===== src/pkg/crtc_pkg.sv =====
// crtc_pkg: register indices, field positions and timing constants for the crt timing controller.
// assumes a single character clock domain; the processor port is sampled on that clock.
package crtc_pkg;

    localparam logic [4:0] REG_H_TOTAL      = 5'h00;
    localparam logic [4:0] REG_H_DISPLAYED  = 5'h01;
    localparam logic [4:0] REG_H_SYNC_POS   = 5'h02;
    localparam logic [4:0] REG_SYNC_WIDTHS  = 5'h03;
    localparam logic [4:0] REG_V_TOTAL      = 5'h04;
    localparam logic [4:0] REG_V_ADJUST     = 5'h05;
    localparam logic [4:0] REG_V_DISPLAYED  = 5'h06;
    localparam logic [4:0] REG_V_SYNC_POS   = 5'h07;
    localparam logic [4:0] REG_MODE         = 5'h08;
    localparam logic [4:0] REG_ROW_SCAN     = 5'h09;
    localparam logic [4:0] REG_CUR_START    = 5'h0a;
    localparam logic [4:0] REG_CUR_END      = 5'h0b;
    localparam logic [4:0] REG_START_HI     = 5'h0c;
    localparam logic [4:0] REG_START_LO     = 5'h0d;
    localparam logic [4:0] REG_CUR_POS_HI   = 5'h0e;
    localparam logic [4:0] REG_CUR_POS_LO   = 5'h0f;
    localparam logic [4:0] REG_PEN_HI       = 5'h10;
    localparam logic [4:0] REG_PEN_LO       = 5'h11;
    localparam logic [4:0] REG_UPD_HI       = 5'h12;
    localparam logic [4:0] REG_UPD_LO       = 5'h13;
    localparam logic [4:0] REG_DUMMY        = 5'h1f;

    // mode control bit positions
    localparam int MODE_UPDATE_TIMING = 7;
    localparam int MODE_STROBE_PIN    = 6;
    localparam int MODE_CURSOR_DELAY  = 5;
    localparam int MODE_DE_DELAY      = 4;
    localparam int MODE_REFRESH_ACC   = 3;
    localparam int MODE_ADDR_FORMAT   = 2;

    // status bit positions
    localparam int STAT_UPDATE_DONE   = 7;
    localparam int STAT_PEN_FULL      = 6;
    localparam int STAT_VRETRACE      = 5;

    // cursor blink modes, cursor start bits 6-5
    localparam logic [1:0] BLINK_STEADY = 2'h0;
    localparam logic [1:0] BLINK_OFF    = 2'h1;
    localparam logic [1:0] BLINK_16     = 2'h2;
    localparam logic [1:0] BLINK_32     = 2'h3;

    localparam int BLINK_16_BIT = 3;
    localparam int BLINK_32_BIT = 4;

    // retrace flag drops this many character clocks before the frame ends
    localparam logic [8:0] VRF_LEAD_CLOCKS = 9'h005;
    // vertical sync width value zero stands for this many scan lines
    localparam logic [4:0] VSYNC_ZERO_LINES = 5'h10;

    localparam logic [7:0] REG_RESET_VALUE = 8'h00;

    typedef enum logic [1:0] {
        VP_ROWS = 2'b01,
        VP_ADJ  = 2'b10
    } crtc_vphase_e;

endpackage : crtc_pkg


===== src/hw/crtc_core.sv =====
// crtc_core: crt display timing controller with indirect register file, syncs, refresh addresses and cursor.
// assumes i_ref_clk is the character clock and the processor port signals are synchronous to it.
`timescale 1ns/10ps

// Behaviour
// - pen full status bit sets on capture, clears on reading either pen half.
// - retrace status rises at retrace start, drops five clocks before retrace ends.
// - unused bits read zero; dummy location and deselected cycles leave bus undriven.
// - horizontal total holds characters per line minus one, sets line period.
// - horizontal displayed gives characters per line with display enable active.
// - horizontal sync position gives the character where horizontal sync starts.
// - sync width bits 7-4 give vertical sync lines; zero means sixteen.
// - sync width bits 3-0 give horizontal sync width in character clocks.
// - vertical total holds character rows per frame minus one.
// - line adjust appends extra scan lines to each frame.
// - vertical displayed gives rows per frame with display enable active.
// - vertical sync position selects the row where vertical sync starts.
// - mode bit 7 picks update during blanking or interleaved immediately.
// - mode bit 6 makes top raster line output the update strobe.
// - mode bits 5 and 4 delay cursor and display enable one clock.
// - mode bit 3 selects shared or transparent refresh memory access.
// - mode bit 2 selects binary or row/column refresh addresses.
// - mode bits 1-0 select no interlace, sync interlace, or sync and video.
// - row scan lines holds scan lines per character row minus one.
// - cursor start bits 6-5 pick steady, blank, blink sixteenth or thirty-second.
// - binary refresh addresses advance from the display start address each character clock.
// - cursor active when address matches position and raster inside start-end lines.
// - rising pen strobe stores refresh address into pen register next clock.
// - select low: write loads pointer, read returns status; high reaches pointed register.
// - counter reset clears counters and outputs, keeps control registers.
// - row/column mode puts column on address bits 0-7, row on 8-13.
module crtc_core
    import crtc_pkg::*;
#(
    parameter int ADDR_W = 14
)(
    input  wire logic              i_ref_clk,
    input  wire logic              i_resetn,
    input  wire logic              i_por_n,
    input  wire logic              i_cpu_sel_n,
    input  wire logic              i_cpu_strobe,
    input  wire logic              i_register_select,
    input  wire logic              i_read_not_write,
    input  wire logic [7:0]        i_cpu_data,
    input  wire logic              i_pen_strobe_in,
    output logic      [7:0]        o_cpu_data,
    output logic                   o_cpu_data_oe,
    output logic                   o_hsync,
    output logic                   o_vsync,
    output logic                   o_display_en,
    output logic                   o_cursor,
    output logic      [ADDR_W-1:0] o_refresh_address_out,
    output logic      [4:0]        o_raster_line_out
);

    if (ADDR_W != 14)
    begin : g_check
        $error("crtc_core: refresh address width must be 14");
    end

    // control registers: reset only at power-on so counter reset keeps them
    logic [7:0]        h_total_r;
    logic [7:0]        h_disp_r;
    logic [7:0]        h_sync_pos_r;
    logic [7:0]        sync_widths_r;
    logic [6:0]        v_total_r;
    logic [4:0]        v_adjust_r;
    logic [6:0]        v_disp_r;
    logic [6:0]        v_sync_pos_r;
    logic [7:0]        mode_r;
    logic [4:0]        row_scan_r;
    logic [6:0]        cur_start_r;
    logic [4:0]        cur_end_r;
    logic [13:0]       disp_start_r;
    logic [13:0]       cur_pos_r;
    logic [13:0]       upd_addr_r;
    logic [4:0]        pointer_r;
    logic [13:0]       pen_r;
    logic              pen_full_r;
    logic              upd_done_r;
    logic              upd_pend_r;
    logic              vrf_r;

    // scan state
    crtc_vphase_e      vphase_r;
    logic [7:0]        h_cnt_r;
    logic [4:0]        sl_r;
    logic [6:0]        row_r;
    logic [4:0]        adj_r;
    logic [13:0]       row_start_r;
    logic              field_r;
    logic [4:0]        blink_r;
    logic [3:0]        hs_left_r;
    logic [4:0]        vs_left_r;
    logic              de_d_r;
    logic              cur_d_r;
    logic              pen_prev_r;
    logic              pen_arm_r;

    logic              acc;
    logic              wr_reg;
    logic              rd_reg;
    logic              h_last;
    logic              sl_last;
    logic              row_last;
    logic              frame_last_line;
    logic              video_ilv;
    logic [4:0]        sl_first;
    logic [7:0]        vs_point;
    logic              vs_tick;
    logic              vs_start;
    logic              hs_start;
    logic [3:0]        hs_width;
    logic [4:0]        vs_width;
    logic              de_raw;
    logic [13:0]       ma_raw;
    logic              cur_raw;
    logic              upd_go;
    logic              dummy_hit;

    function automatic logic cursor_visible(input logic [1:0] mode, input logic [4:0] blink);
        logic vis;
        vis = 1'b0;
        case (mode)
            BLINK_STEADY: vis = 1'b1;
            BLINK_OFF:    vis = 1'b0;
            BLINK_16:     vis = blink[BLINK_16_BIT];
            BLINK_32:     vis = blink[BLINK_32_BIT];
            default:      vis = 1'b0;
        endcase
        return vis;
    endfunction : cursor_visible

    assign acc       = i_cpu_strobe & ~i_cpu_sel_n;
    assign wr_reg    = acc & i_register_select & ~i_read_not_write;
    assign rd_reg    = acc & i_register_select & i_read_not_write;
    assign dummy_hit = acc & i_register_select & (pointer_r == REG_DUMMY);

    // pointer and status through select low
    always_ff @(posedge i_ref_clk or negedge i_por_n)
    begin
        if (!i_por_n)
            pointer_r <= 5'h00;
        else if (acc && !i_register_select && !i_read_not_write)
            pointer_r <= i_cpu_data[4:0];
    end

    always_ff @(posedge i_ref_clk or negedge i_por_n)
    begin
        if (!i_por_n)
        begin
            h_total_r     <= REG_RESET_VALUE;
            h_disp_r      <= REG_RESET_VALUE;
            h_sync_pos_r  <= REG_RESET_VALUE;
            sync_widths_r <= REG_RESET_VALUE;
            v_total_r     <= 7'h00;
            v_adjust_r    <= 5'h00;
            v_disp_r      <= 7'h00;
            v_sync_pos_r  <= 7'h00;
            mode_r        <= REG_RESET_VALUE;
            row_scan_r    <= 5'h00;
            cur_start_r   <= 7'h00;
            cur_end_r     <= 5'h00;
            disp_start_r  <= 14'h0000;
            cur_pos_r     <= 14'h0000;
        end
        else if (wr_reg)
        begin
            case (pointer_r)
                REG_H_TOTAL:     h_total_r     <= i_cpu_data;
                REG_H_DISPLAYED: h_disp_r      <= i_cpu_data;
                REG_H_SYNC_POS:  h_sync_pos_r  <= i_cpu_data;
                REG_SYNC_WIDTHS: sync_widths_r <= i_cpu_data;
                REG_V_TOTAL:     v_total_r     <= i_cpu_data[6:0];
                REG_V_ADJUST:    v_adjust_r    <= i_cpu_data[4:0];
                REG_V_DISPLAYED: v_disp_r      <= i_cpu_data[6:0];
                REG_V_SYNC_POS:  v_sync_pos_r  <= i_cpu_data[6:0];
                REG_MODE:        mode_r        <= i_cpu_data;
                REG_ROW_SCAN:    row_scan_r    <= i_cpu_data[4:0];
                REG_CUR_START:   cur_start_r   <= i_cpu_data[6:0];
                REG_CUR_END:     cur_end_r     <= i_cpu_data[4:0];
                REG_START_HI:    disp_start_r[13:8] <= i_cpu_data[5:0];
                REG_START_LO:    disp_start_r[7:0]  <= i_cpu_data;
                REG_CUR_POS_HI:  cur_pos_r[13:8]    <= i_cpu_data[5:0];
                REG_CUR_POS_LO:  cur_pos_r[7:0]     <= i_cpu_data;
                default:         ;
            endcase
        end
    end

    // read path: one registered cycle of drive per read
    always_ff @(posedge i_ref_clk or negedge i_por_n)
    begin
        if (!i_por_n)
        begin
            o_cpu_data    <= 8'h00;
            o_cpu_data_oe <= 1'b0;
        end
        else
        begin
            o_cpu_data    <= 8'h00;
            o_cpu_data_oe <= 1'b0;
            if (acc && i_read_not_write && !i_register_select)
            begin
                o_cpu_data    <= {upd_done_r, pen_full_r, vrf_r, 5'h00};
                o_cpu_data_oe <= 1'b1;
            end
            else if (rd_reg && pointer_r != REG_DUMMY)
            begin
                o_cpu_data_oe <= 1'b1;
                case (pointer_r)
                    REG_CUR_POS_HI: o_cpu_data <= {2'h0, cur_pos_r[13:8]};
                    REG_CUR_POS_LO: o_cpu_data <= cur_pos_r[7:0];
                    REG_PEN_HI:     o_cpu_data <= {2'h0, pen_r[13:8]};
                    REG_PEN_LO:     o_cpu_data <= pen_r[7:0];
                    default:        o_cpu_data <= 8'h00;
                endcase
            end
        end
    end

    // light pen capture one clock after the rising edge; set wins over read clear
    always_ff @(posedge i_ref_clk or negedge i_resetn)
    begin
        if (!i_resetn)
        begin
            pen_prev_r <= 1'b0;
            pen_arm_r  <= 1'b0;
        end
        else
        begin
            pen_prev_r <= i_pen_strobe_in;
            pen_arm_r  <= i_pen_strobe_in & ~pen_prev_r;
        end
    end

    always_ff @(posedge i_ref_clk or negedge i_por_n)
    begin
        if (!i_por_n)
        begin
            pen_r      <= 14'h0000;
            pen_full_r <= 1'b0;
        end
        else if (pen_arm_r)
        begin
            pen_r      <= ma_raw;
            pen_full_r <= 1'b1;
        end
        else if (rd_reg && (pointer_r == REG_PEN_HI || pointer_r == REG_PEN_LO))
            pen_full_r <= 1'b0;
    end

    // transparent update: a dummy access queues one refresh memory cycle
    assign upd_go = upd_pend_r & (mode_r[MODE_UPDATE_TIMING] | ~de_raw);

    always_ff @(posedge i_ref_clk or negedge i_por_n)
    begin
        if (!i_por_n)
        begin
            upd_addr_r <= 14'h0000;
            upd_pend_r <= 1'b0;
            upd_done_r <= 1'b0;
        end
        else
        begin
            if (wr_reg && pointer_r == REG_UPD_HI)
                upd_addr_r[13:8] <= i_cpu_data[5:0];
            else if (wr_reg && pointer_r == REG_UPD_LO)
                upd_addr_r[7:0] <= i_cpu_data;
            else if (upd_go)
                upd_addr_r <= upd_addr_r + 14'h0001;
            if (dummy_hit && mode_r[MODE_REFRESH_ACC])
                upd_pend_r <= 1'b1;
            else if (upd_go)
                upd_pend_r <= 1'b0;
            if (upd_go)
                upd_done_r <= 1'b1;
            else if (wr_reg && (pointer_r == REG_UPD_HI || pointer_r == REG_UPD_LO))
                upd_done_r <= 1'b0;
        end
    end

    // scan geometry
    assign video_ilv = (mode_r[1:0] == 2'h3);
    assign sl_first  = video_ilv ? {4'h0, field_r} : 5'h00;
    assign h_last    = (h_cnt_r == h_total_r);
    assign sl_last   = (sl_r == row_scan_r) || (video_ilv && ({1'b0, sl_r} + 6'h01 == {1'b0, row_scan_r}));
    assign row_last  = (row_r == v_total_r);
    assign frame_last_line = (vphase_r == VP_ROWS && sl_last && row_last && v_adjust_r == 5'h00) ||
                             (vphase_r == VP_ADJ && adj_r + 5'h01 == v_adjust_r);

    always_ff @(posedge i_ref_clk or negedge i_resetn)
    begin
        if (!i_resetn)
            h_cnt_r <= 8'h00;
        else if (h_last)
            h_cnt_r <= 8'h00;
        else
            h_cnt_r <= h_cnt_r + 8'h01;
    end

    always_ff @(posedge i_ref_clk or negedge i_resetn)
    begin
        if (!i_resetn)
        begin
            vphase_r    <= VP_ROWS;
            sl_r        <= 5'h00;
            row_r       <= 7'h00;
            adj_r       <= 5'h00;
            row_start_r <= 14'h0000;
            field_r     <= 1'b0;
            blink_r     <= 5'h00;
        end
        else if (h_last)
        begin
            case (vphase_r)
                VP_ROWS:
                begin
                    if (frame_last_line)
                    begin
                        row_r       <= 7'h00;
                        row_start_r <= disp_start_r;
                        field_r     <= mode_r[0] & ~field_r;
                        sl_r        <= video_ilv ? {4'h0, ~field_r} : 5'h00;
                        blink_r     <= blink_r + 5'h01;
                    end
                    else if (sl_last && row_last)
                    begin
                        vphase_r <= VP_ADJ;
                        adj_r    <= 5'h00;
                        sl_r     <= 5'h00;
                    end
                    else if (sl_last)
                    begin
                        sl_r        <= sl_first;
                        row_r       <= row_r + 7'h01;
                        row_start_r <= row_start_r + {6'h00, h_disp_r};
                    end
                    else
                        sl_r <= sl_r + (video_ilv ? 5'h02 : 5'h01);
                end
                VP_ADJ:
                begin
                    if (frame_last_line)
                    begin
                        vphase_r    <= VP_ROWS;
                        row_r       <= 7'h00;
                        row_start_r <= disp_start_r;
                        field_r     <= mode_r[0] & ~field_r;
                        sl_r        <= video_ilv ? {4'h0, ~field_r} : 5'h00;
                        blink_r     <= blink_r + 5'h01;
                    end
                    else
                    begin
                        adj_r <= adj_r + 5'h01;
                        sl_r  <= sl_r + 5'h01;
                    end
                end
                default: vphase_r <= VP_ROWS;
            endcase
        end
    end

    // horizontal sync; a zero width gives no pulse
    assign hs_start = (h_cnt_r == h_sync_pos_r);
    assign hs_width = sync_widths_r[3:0];

    always_ff @(posedge i_ref_clk or negedge i_resetn)
    begin
        if (!i_resetn)
        begin
            hs_left_r <= 4'h0;
            o_hsync   <= 1'b0;
        end
        else if (hs_start)
        begin
            hs_left_r <= hs_width;
            o_hsync   <= (hs_width != 4'h0);
        end
        else
        begin
            hs_left_r <= (hs_left_r != 4'h0) ? hs_left_r - 4'h1 : 4'h0;
            o_hsync   <= (hs_left_r > 4'h1);
        end
    end

    // vertical sync counted in lines; odd sync-interlace fields start half a line late
    assign vs_point = (mode_r[0] && field_r) ? {1'b0, h_total_r[7:1]} : 8'h00;
    assign vs_tick  = (h_cnt_r == vs_point);
    assign vs_start = vs_tick && vphase_r == VP_ROWS && row_r == v_sync_pos_r && sl_r == sl_first;
    assign vs_width = (sync_widths_r[7:4] == 4'h0) ? VSYNC_ZERO_LINES : {1'b0, sync_widths_r[7:4]};

    always_ff @(posedge i_ref_clk or negedge i_resetn)
    begin
        if (!i_resetn)
        begin
            vs_left_r <= 5'h00;
            o_vsync   <= 1'b0;
        end
        else if (vs_tick)
        begin
            if (vs_start && vs_left_r == 5'h00)
            begin
                vs_left_r <= vs_width;
                o_vsync   <= 1'b1;
            end
            else if (vs_left_r != 5'h00)
            begin
                vs_left_r <= vs_left_r - 5'h01;
                o_vsync   <= (vs_left_r > 5'h01);
            end
        end
    end

    // retrace flag clears early so software stays clear of the frame turnover
    always_ff @(posedge i_ref_clk or negedge i_resetn)
    begin
        if (!i_resetn)
            vrf_r <= 1'b0;
        else if (h_last && vphase_r == VP_ROWS && sl_last && row_r + 7'h01 == v_disp_r)
            vrf_r <= 1'b1;
        else if (frame_last_line && {1'b0, h_cnt_r} + VRF_LEAD_CLOCKS == {1'b0, h_total_r})
            vrf_r <= 1'b0;
    end

    // refresh address, display enable and cursor
    assign de_raw  = (h_cnt_r < h_disp_r) && vphase_r == VP_ROWS && (row_r < v_disp_r);
    assign ma_raw  = mode_r[MODE_ADDR_FORMAT] ? {row_r[5:0], h_cnt_r}
                                              : row_start_r + {6'h00, h_cnt_r};
    assign cur_raw = (ma_raw == cur_pos_r) && (sl_r >= cur_start_r[4:0]) && (sl_r <= cur_end_r) &&
                     cursor_visible(cur_start_r[6:5], blink_r);

    always_ff @(posedge i_ref_clk or negedge i_resetn)
    begin
        if (!i_resetn)
        begin
            de_d_r       <= 1'b0;
            cur_d_r      <= 1'b0;
            o_display_en <= 1'b0;
            o_cursor     <= 1'b0;
        end
        else
        begin
            de_d_r       <= de_raw;
            cur_d_r      <= cur_raw;
            o_display_en <= mode_r[MODE_DE_DELAY] ? de_d_r : de_raw;
            o_cursor     <= mode_r[MODE_CURSOR_DELAY] ? cur_d_r : cur_raw;
        end
    end

    always_ff @(posedge i_ref_clk or negedge i_resetn)
    begin
        if (!i_resetn)
        begin
            o_refresh_address_out <= '0;
            o_raster_line_out     <= 5'h00;
        end
        else
        begin
            o_refresh_address_out <= upd_go ? upd_addr_r : ma_raw;
            o_raster_line_out     <= {mode_r[MODE_STROBE_PIN] ? upd_go : sl_r[4], sl_r[3:0]};
        end
    end

endmodule : crtc_core


===== config.mk =====
export PLATFORM = sky130hd
export DESIGN_NAME = crtc_core
export DESIGN_NICKNAME = d
export VERILOG_FILES = /design/src/pkg/crtc_pkg.sv /design/src/hw/crtc_core.sv
export SDC_FILE = /design/constraint.sdc
export NUM_CORES = 1
export LEC_CHECK = 0
export BUFFER_PORTS_ARGS = -buffer_cell sky130_fd_sc_hd__buf_4
export CAP_MARGIN = 20
export CORE_MARGIN = 1.5
export CORE_UTILIZATION = 68
export CTS_BUF_LIST = sky130_fd_sc_hd__clkbuf_16
export DETAILED_ROUTE_END_ITERATION = 12
export PLACE_DENSITY = 0.94
export RECOVER_POWER = 100
export SLEW_MARGIN = 20
export SYNTH_ARGS = -nofsm -noshare
export SYNTH_HDL_FRONTEND = slang
export SYNTH_SLANG_ARGS = --single-unit

===== constraint.sdc =====
create_clock -name i_ref_clk -period 6 [get_ports i_ref_clk]
set_clock_uncertainty 0.2 [all_clocks]
set_input_delay 0 -clock i_ref_clk [delete_from_list [all_inputs] [get_ports i_ref_clk]]
set_output_delay 0 -clock i_ref_clk [all_outputs]
set_load 0.005 [all_outputs]

==> metrics, run 1 <==
run status=complete, but fails checks; violated checks=capacitance limit, slew limit; CP endpoint kind=register; number of synthesized flops with an enable pin=0; mux cell area share after synthesis=0.1139; Worst setup SP type=register; post-place setup slack=around 2400 ps; Die Span Y=144.3 µm; postcts setup bufs=0; post-synth top area cell=dfrtp_1; share of cells above drive strength 1=0.1457; Netlist cell types=90; Pins Over Slew Limit=18; Lkg Pwr=~0.007 µW; total CTS buffers=26; critical path's top delay family=compound AO/OA/AOI/OAI gates; overall power=roughly 6500 µW; GR Util All Layers=0.3889; Layout Cells excl Fill=about 1700; Max-slew headroom=-0.03904; Post-Syn Area=0.01358 mm²; routability cong.=~0.98; H-tree depth=1; post_cts resized=0; Multi-input gate area=0.006979 mm²; fin crit share=0.7708; Final WS setup=~1400 ps; maximum vdd drop=between 0.3 and 0.4 mV; pin count of the biggest net entering global routing=81; Residual DRC=0; ys flop type=dfrtp_1; initial core utilization=0.6954; initial antenna violation count=3; main combinational cell family by area after synthesis=simple AND/OR/NAND/NOR gates; Least-Margin Pin Slew=approximately 1600 ps; drt total wl=between 30000 and 40000 µm; synth top area cells=dfrtp_1, mux2_2, ha_1, xnor2_1, o21ai_0; die area=between 0.02 and 0.025 mm²; Storage cell area=between 0.006 and 0.007 mm²; simple-gate share of the synthesized area=0.1433; fin crit period=between 4000 and 5000 ps; DR vias=~11000; register clock-pin slew on the reported worst setup and hold paths=approximately 60 ps; endpoints failing hold=0; MaxCap Viol Count=1; Adder-Cell Fraction of Synth Area=0.05234; crit path cell chain=ha_1 -> xor2_1 -> nor3_1 -> o211ai_4 -> o21ai_0 -> a31oi_1 -> nor2_1 -> mux2_2; #FFs+latches synth=between 200 and 250; number of antenna-violating nets in the routed design=0; First-pass DRT Iterations=6; number of fill cells=1223; TritonCTS clock tree=yes; critical path class=register to register; DIE WIDTH=around 140 µm; Sink Count=240; register area share after synthesis=0.4424; clock tree buffer depth=3; worst min path class=input pin to asynchronous set/reset pin; RSZ-0062 raised after global routing=false; Post-Syn Nets=roughly 1400; CP Max Fanout=17; gr ovfl total=0; Synth Instances=approximately 1300; CORE AREA=0.01953 mm²; Synth warnings=0; post-synthesis xor/xnor area fraction=0.06948; Post-Place Cells=about 1600; Synth Area in Compound Gates=0.1414; Syn-to-layout area delta=10.29%; crit-path max cell delay=between 900 and 1000 ps; CP Data Arrival Time=about 4900 ps; Req. time, crit path=roughly 6200 ps; Antenna diodes=0; Setup TNS=0 ps; root buffer cell=clkbuf_16; Clk Latency, worst-skew pair=around 540 ps; PwrDens=approximately 430 mW/mm²; CP max-delay cell=o21ai_0; fmax=roughly 220 MHz; first-pass GRT wire length=between 60000 and 70000 µm; row cnt=51; DR WL/cell=approximately 24 µm; Via density=a little under 7; ys async rst share=1.000; Post-synth top cells=dfrtp_1, mux2_2, nor2_1, nand2_1, o21ai_0; top-count cell post-synth=dfrtp_1; buffers plus inverters on the worst setup path=0; syn avg cell area=around 10 µm²; CTS Hold Buffers Added=22; Final nets=1446; Final HPWL DP=about 26000 µm; Setup-failing EPs final=0; vias in the first global route=about 11000; PortBufs=47; Iteration-0 DRC Markers=roughly 1300; Yosys top cell area share=0.4405; I/O pins=48
==> cell usage in the layout, fill, tap and decap left out, drive strengths merged, types with 46 or more instances in the layout <==
cell type and count:
xor2 46, o21ai 89, nor2 110, inv 63
a21oi 76, xnor2 60, mux2 113, clkbuf 64
nand2 105, dfrtp 239, ha 52
==> path summary, 6_finish.rpt <==
check / to / cells after the start / slack (ps) / startpoint
setup / recovery: blink_r[1] / 8 / 1380 / sl_r[1]
hold / removal: row_start_r[6] / 3 / 40 / i_resetn
setup reg to reg: blink_r[1] / 8 / 1380 / sl_r[1]
hold reg to reg: pen_arm_r / 1 / 210 / pen_prev_r
max in group asynchronous: disp_start_r[12] / 4 / 4010 / i_por_n
min in group i_ref_clk: pen_arm_r / 3 / 130 / i_pen_strobe_in
==> through the flow <==
| stage | area [µm²] | utilization | hold slack [ps] |
|---|---|---|---|
| 5_1_grt | 14980 | 0.7669 | 128.3 |
| 4_1_cts | 15100 | 0.7735 | 78.44 |
| 3_5_place_dp | 14000 | 0.7172 | -352.8 |
| 6_report | 14980 | 0.7669 | 37.12 |
| 3_3_place_gp | 14000 | 0.7172 | -357.9 |
| 2_1_floorplan | 13580 | - | -495.6 |
==> worst min-delay path, stage by stage <==
cell,delay [ps]
dlygate4sd3_1,520
clkbuf_1,140
buf_6,630
==> power breakdown <==
group	internal, µW	total [µW]	switching [µW]
combinational	997	2280	1280
clock	979	1640	664
sequential	1990	2540	550
total	3960	6460	2500
==> state kept, by name, summed over array words and instances (netlist names), 7 cells and up <==
signal,count
pen_r,14
v_disp_r,7
h_sync_pos_r,8
cur_start_r,7
v_sync_pos_r,7
o_refresh_address_out,14
o_cpu_data,8
disp_start_r,14
upd_addr_r,14
v_total_r,7
h_disp_r,8
sync_widths_r,8
row_start_r,14
cur_pos_r,14
row_r,7
mode_r,8
h_total_r,8
h_cnt_r,8
==> cell families after synthesis <==
| kind of cell | count (synthesis) |
|---|---|
| DFF | 240 |
| buffers and inverters | 127 |
| adders and majority gates | 55 |
| muxes | 140 |
| xor gates and xnor gates | 106 |
| AOI/OAI and AO/OA | 290 |
| and+or+nand+nor | 386 |
==> area by class of cell <==
type,instances,area share
clock buffer,27,0.04512
tap,265,0.02214
clock inverter,19,0.01237
timing repair buffer,72,0.03868
sequential,240,0.4011
inverter,58,0.01454
multi-input combinational,977,0.4660
==> metal layers <==
metal,routed length (µm),track usage
met5,10,0
met4,2336,0.1898
met3,4210,0.09868
met2,18470,0.6238
met1,14810,0.4939
Power figures use the tool's default switching activity.
==> inputs of run 2 (changes only) <==
- CORE_UTILIZATION: 68 -> 63
- PLACE_DENSITY: 0.94 -> 0.89
- clock period: 6 -> 4.4 ns (I/O delays scaled with it)
==> run 2 against run 1 <==
  * Cell area about the same
  * Largest power group unchanged
  * Critical path type unchanged
  * Die area increased by 7.8%
  * Sequential share of layout area about the same
  * The flow still finishes with violations (capacitance limit, slew limit)
  * Combinational power increased by 37%
  * Flip-flop and latch count unchanged
  * Critical path depth unchanged
  * Power increased by 32%
  * Wire length decreased by 5.5%
  * Clock-buffer cell count unchanged
  * Register-to-register slack got worse by 750 ps
  * Global-route usage decreased by 4.6 points
  * Final cell count increased by 1.5%
==> metrics, run 2 (same netlist as run 1, synthesis figures left out) <==
run status=complete, but fails checks; violated checks=capacitance limit, slew limit; maximum vdd drop=0.4144 mV (+23%); CP endpoint kind=register; MaxCap Viol Count=4 (+3); routability cong.=0.9654 (-1.9%); CP Data Arrival Time=4010 ps (-840 ps); TritonCTS clock tree=yes; register clock-pin slew on the reported worst setup and hold paths=70 ps (about the same); fin crit period=3771 ps (-853.5 ps); cell area after placement=0.01410 mm² (+0.68%); P_int=5246 µW (+32%); Non-Filler Cell Area, Final=0.01498 mm² (about the same); total CTS buffers=26 (unchanged); CP startpoint=h_cnt_r[4]; crit path cell chain=xnor2_1 -> nor4b_1 -> nand3_1 -> a21oi_1 -> a31o_1 -> nand2_2 -> or4_1 -> o211a_1; Pins Over Slew Limit=196 (+178); hold depth=3; PwrDens=571.0 mW/mm² (+32%); sequential power share=0.395 (+0.002); initial antenna violation count=2 (-1); CP Max Fanout=30 (+13); Iteration-0 DRC Markers=1284 (+0.31%); Setup TNS=0 ps (unchanged); Req. time, crit path=4640 ps (-1580 ps); Clk Latency, worst-skew pair=540 ps (about the same); postcts setup bufs=0 (unchanged); drt total wl=37640 µm (-5.5%); Least-Margin Pin Slew=2303 ps (+751.4 ps); clock share of power=0.241 (-0.013); Sink Count=240 (unchanged); sw power=3311 µW (+33%); share of cells above drive strength 1=0.1486 (+0.002920); Syn-to-layout area delta=10.36% (about the same); GR Util All Layers=0.3431 (-0.04581); initial core utilization=0.6439 (-0.05149); CP max-delay cell=or4_1; H-tree depth=1 (unchanged); First-pass DRT Iterations=6 (unchanged); crit-path max cell delay=610 ps (-300 ps); commonest non-fill, non-tap cell in the layout=dfrtp_1; r2r endpoint=row_start_r[13]; CORE AREA=0.02109 mm² (+8.0%); Logic pwr share=0.364 (+0.011); clock tree buffer depth=3 (unchanged); Residual DRC=0 (unchanged); Final HPWL DP=25060 µm (-2.8%); I/O pins=48 (unchanged); endpoints failing hold=0 (unchanged); DR vias=11210 (-1.1%); PortBufs=47 (unchanged); switch share=0.3869 (+0.0005209); fmax=265.2 MHz (+23%); fin crit share=0.8571 (+0.08630); Worst setup SP type=register; first-pass GRT wire length=59370 µm (-3.2%); root buffer cell=clkbuf_16; die area=0.02244 mm² (+7.8%); CTS Hold Buffers Added=23 (+4.5%); vias in the first global route=10960 (-1.7%); Max-slew headroom=-0.5351 (-0.4961); Final nets=1458 (+0.83%); DR WL/cell=22.36 µm (-6.9%); number of antenna-violating nets in the routed design=0 (unchanged); overall power=8557 µW (+32%); critical path class=register to register; post_cts resized=0 (unchanged); Via density=6.663 (-2.5%); pin count of the biggest net entering global routing=87 (+7.4%); worst setup path end=row_start_r[13]; reg-to-reg slack, setup=630 ps (-750 ps); worst min path class=input pin to register; RSZ-0062 raised after global routing=false; commonest cells after routing, fill and taps aside=dfrtp_1, nor2_1, mux2_2, nand2_1, o21ai_0; Lkg Pwr=0.006827 µW (-0.12%); Setup-failing EPs final=0 (unchanged); Layout Cells excl Fill=1683 (+1.5%); Die Span Y=149.8 µm (+3.8%); Reg2Reg Depth=8 (unchanged); gr ovfl total=0 (unchanged); row cnt=53 (+3.9%); DIE WIDTH=149.8 µm (+3.8%); RR Startpoint=h_cnt_r[4]; Post-Place Cells=1611 (+1.3%)
run 2: cell types whose count changed in the layout (fill, tap and decap cells not counted), sizes merged:
cell / before / now
clkinv: 9 / 13
inv: 63 / 64
bufinv: 4 / 1
buf: 14 / 22
clkbuf: 64 / 68
clkinvlp: 1 / 0
diode: 0 / 2
run 2: how the worst min path moves through the flow:
| stage | endpoint | slack (ps) | from |
|---|---|---|---|
| floorplan | adj_r[0] | -500 | i_resetn |
| global placement | row_r[5] | -180 | i_resetn |
| detailed placement | row_r[5] | -170 | i_resetn |
| CTS | pen_arm_r | 40 | i_pen_strobe_in |
| global route | pen_arm_r | 140 | i_pen_strobe_in |
| finish | pen_arm_r | 120 | i_pen_strobe_in |
run 2: metal layers:
metal,part of all wire,track usage
met3,0.098,0.07988
met2,0.45,0.5296
met5,0.00037,0
met4,0.056,0.1775
met1,0.39,0.4525
run 2: final cells by class:
class,count,area (µm²)
inverter,58,217.7
sequential,240,6007
tap,275,344.1
clock inverter,20,112.6
antenna,2,5.005
timing repair buffer,84,631.9
fill,1480,6103
clock buffer,27,675.6
multi-input combinational,977,6990
run 2: per-stage QoR:
stage,worst slack (ps),hold WS (ps),utilization
6_report,629.0,115.2,0.7106
3_5_place_dp,1012,-173.8,0.6686
4_1_cts,987.5,35.57,0.7182
3_3_place_gp,1112,-178.2,0.6686
2_1_floorplan,1357,-495.6,-
5_1_grt,378.9,138.9,0.7103
run 2: critical path: cells and delay by family (launching register included):
kind	cells	cell delay, ps
xor+xnor	1	390
simple gates	4	1770
compound gates	3	710
flops	1	600
run 2: power groups by stage:
| stage | Sequential [µW] | Clock, µW | Combinational (µW) |
|---|---|---|---|
| floorplan | 3040 | 0 | 2480 |
| global placement | 3340 | 0 | 2960 |
| detailed placement | 3380 | 0 | 3080 |
| CTS | 3350 | 2060 | 3130 |
| global route | 3430 | 2170 | 3420 |
| finish | 3380 | 2060 | 3120 |
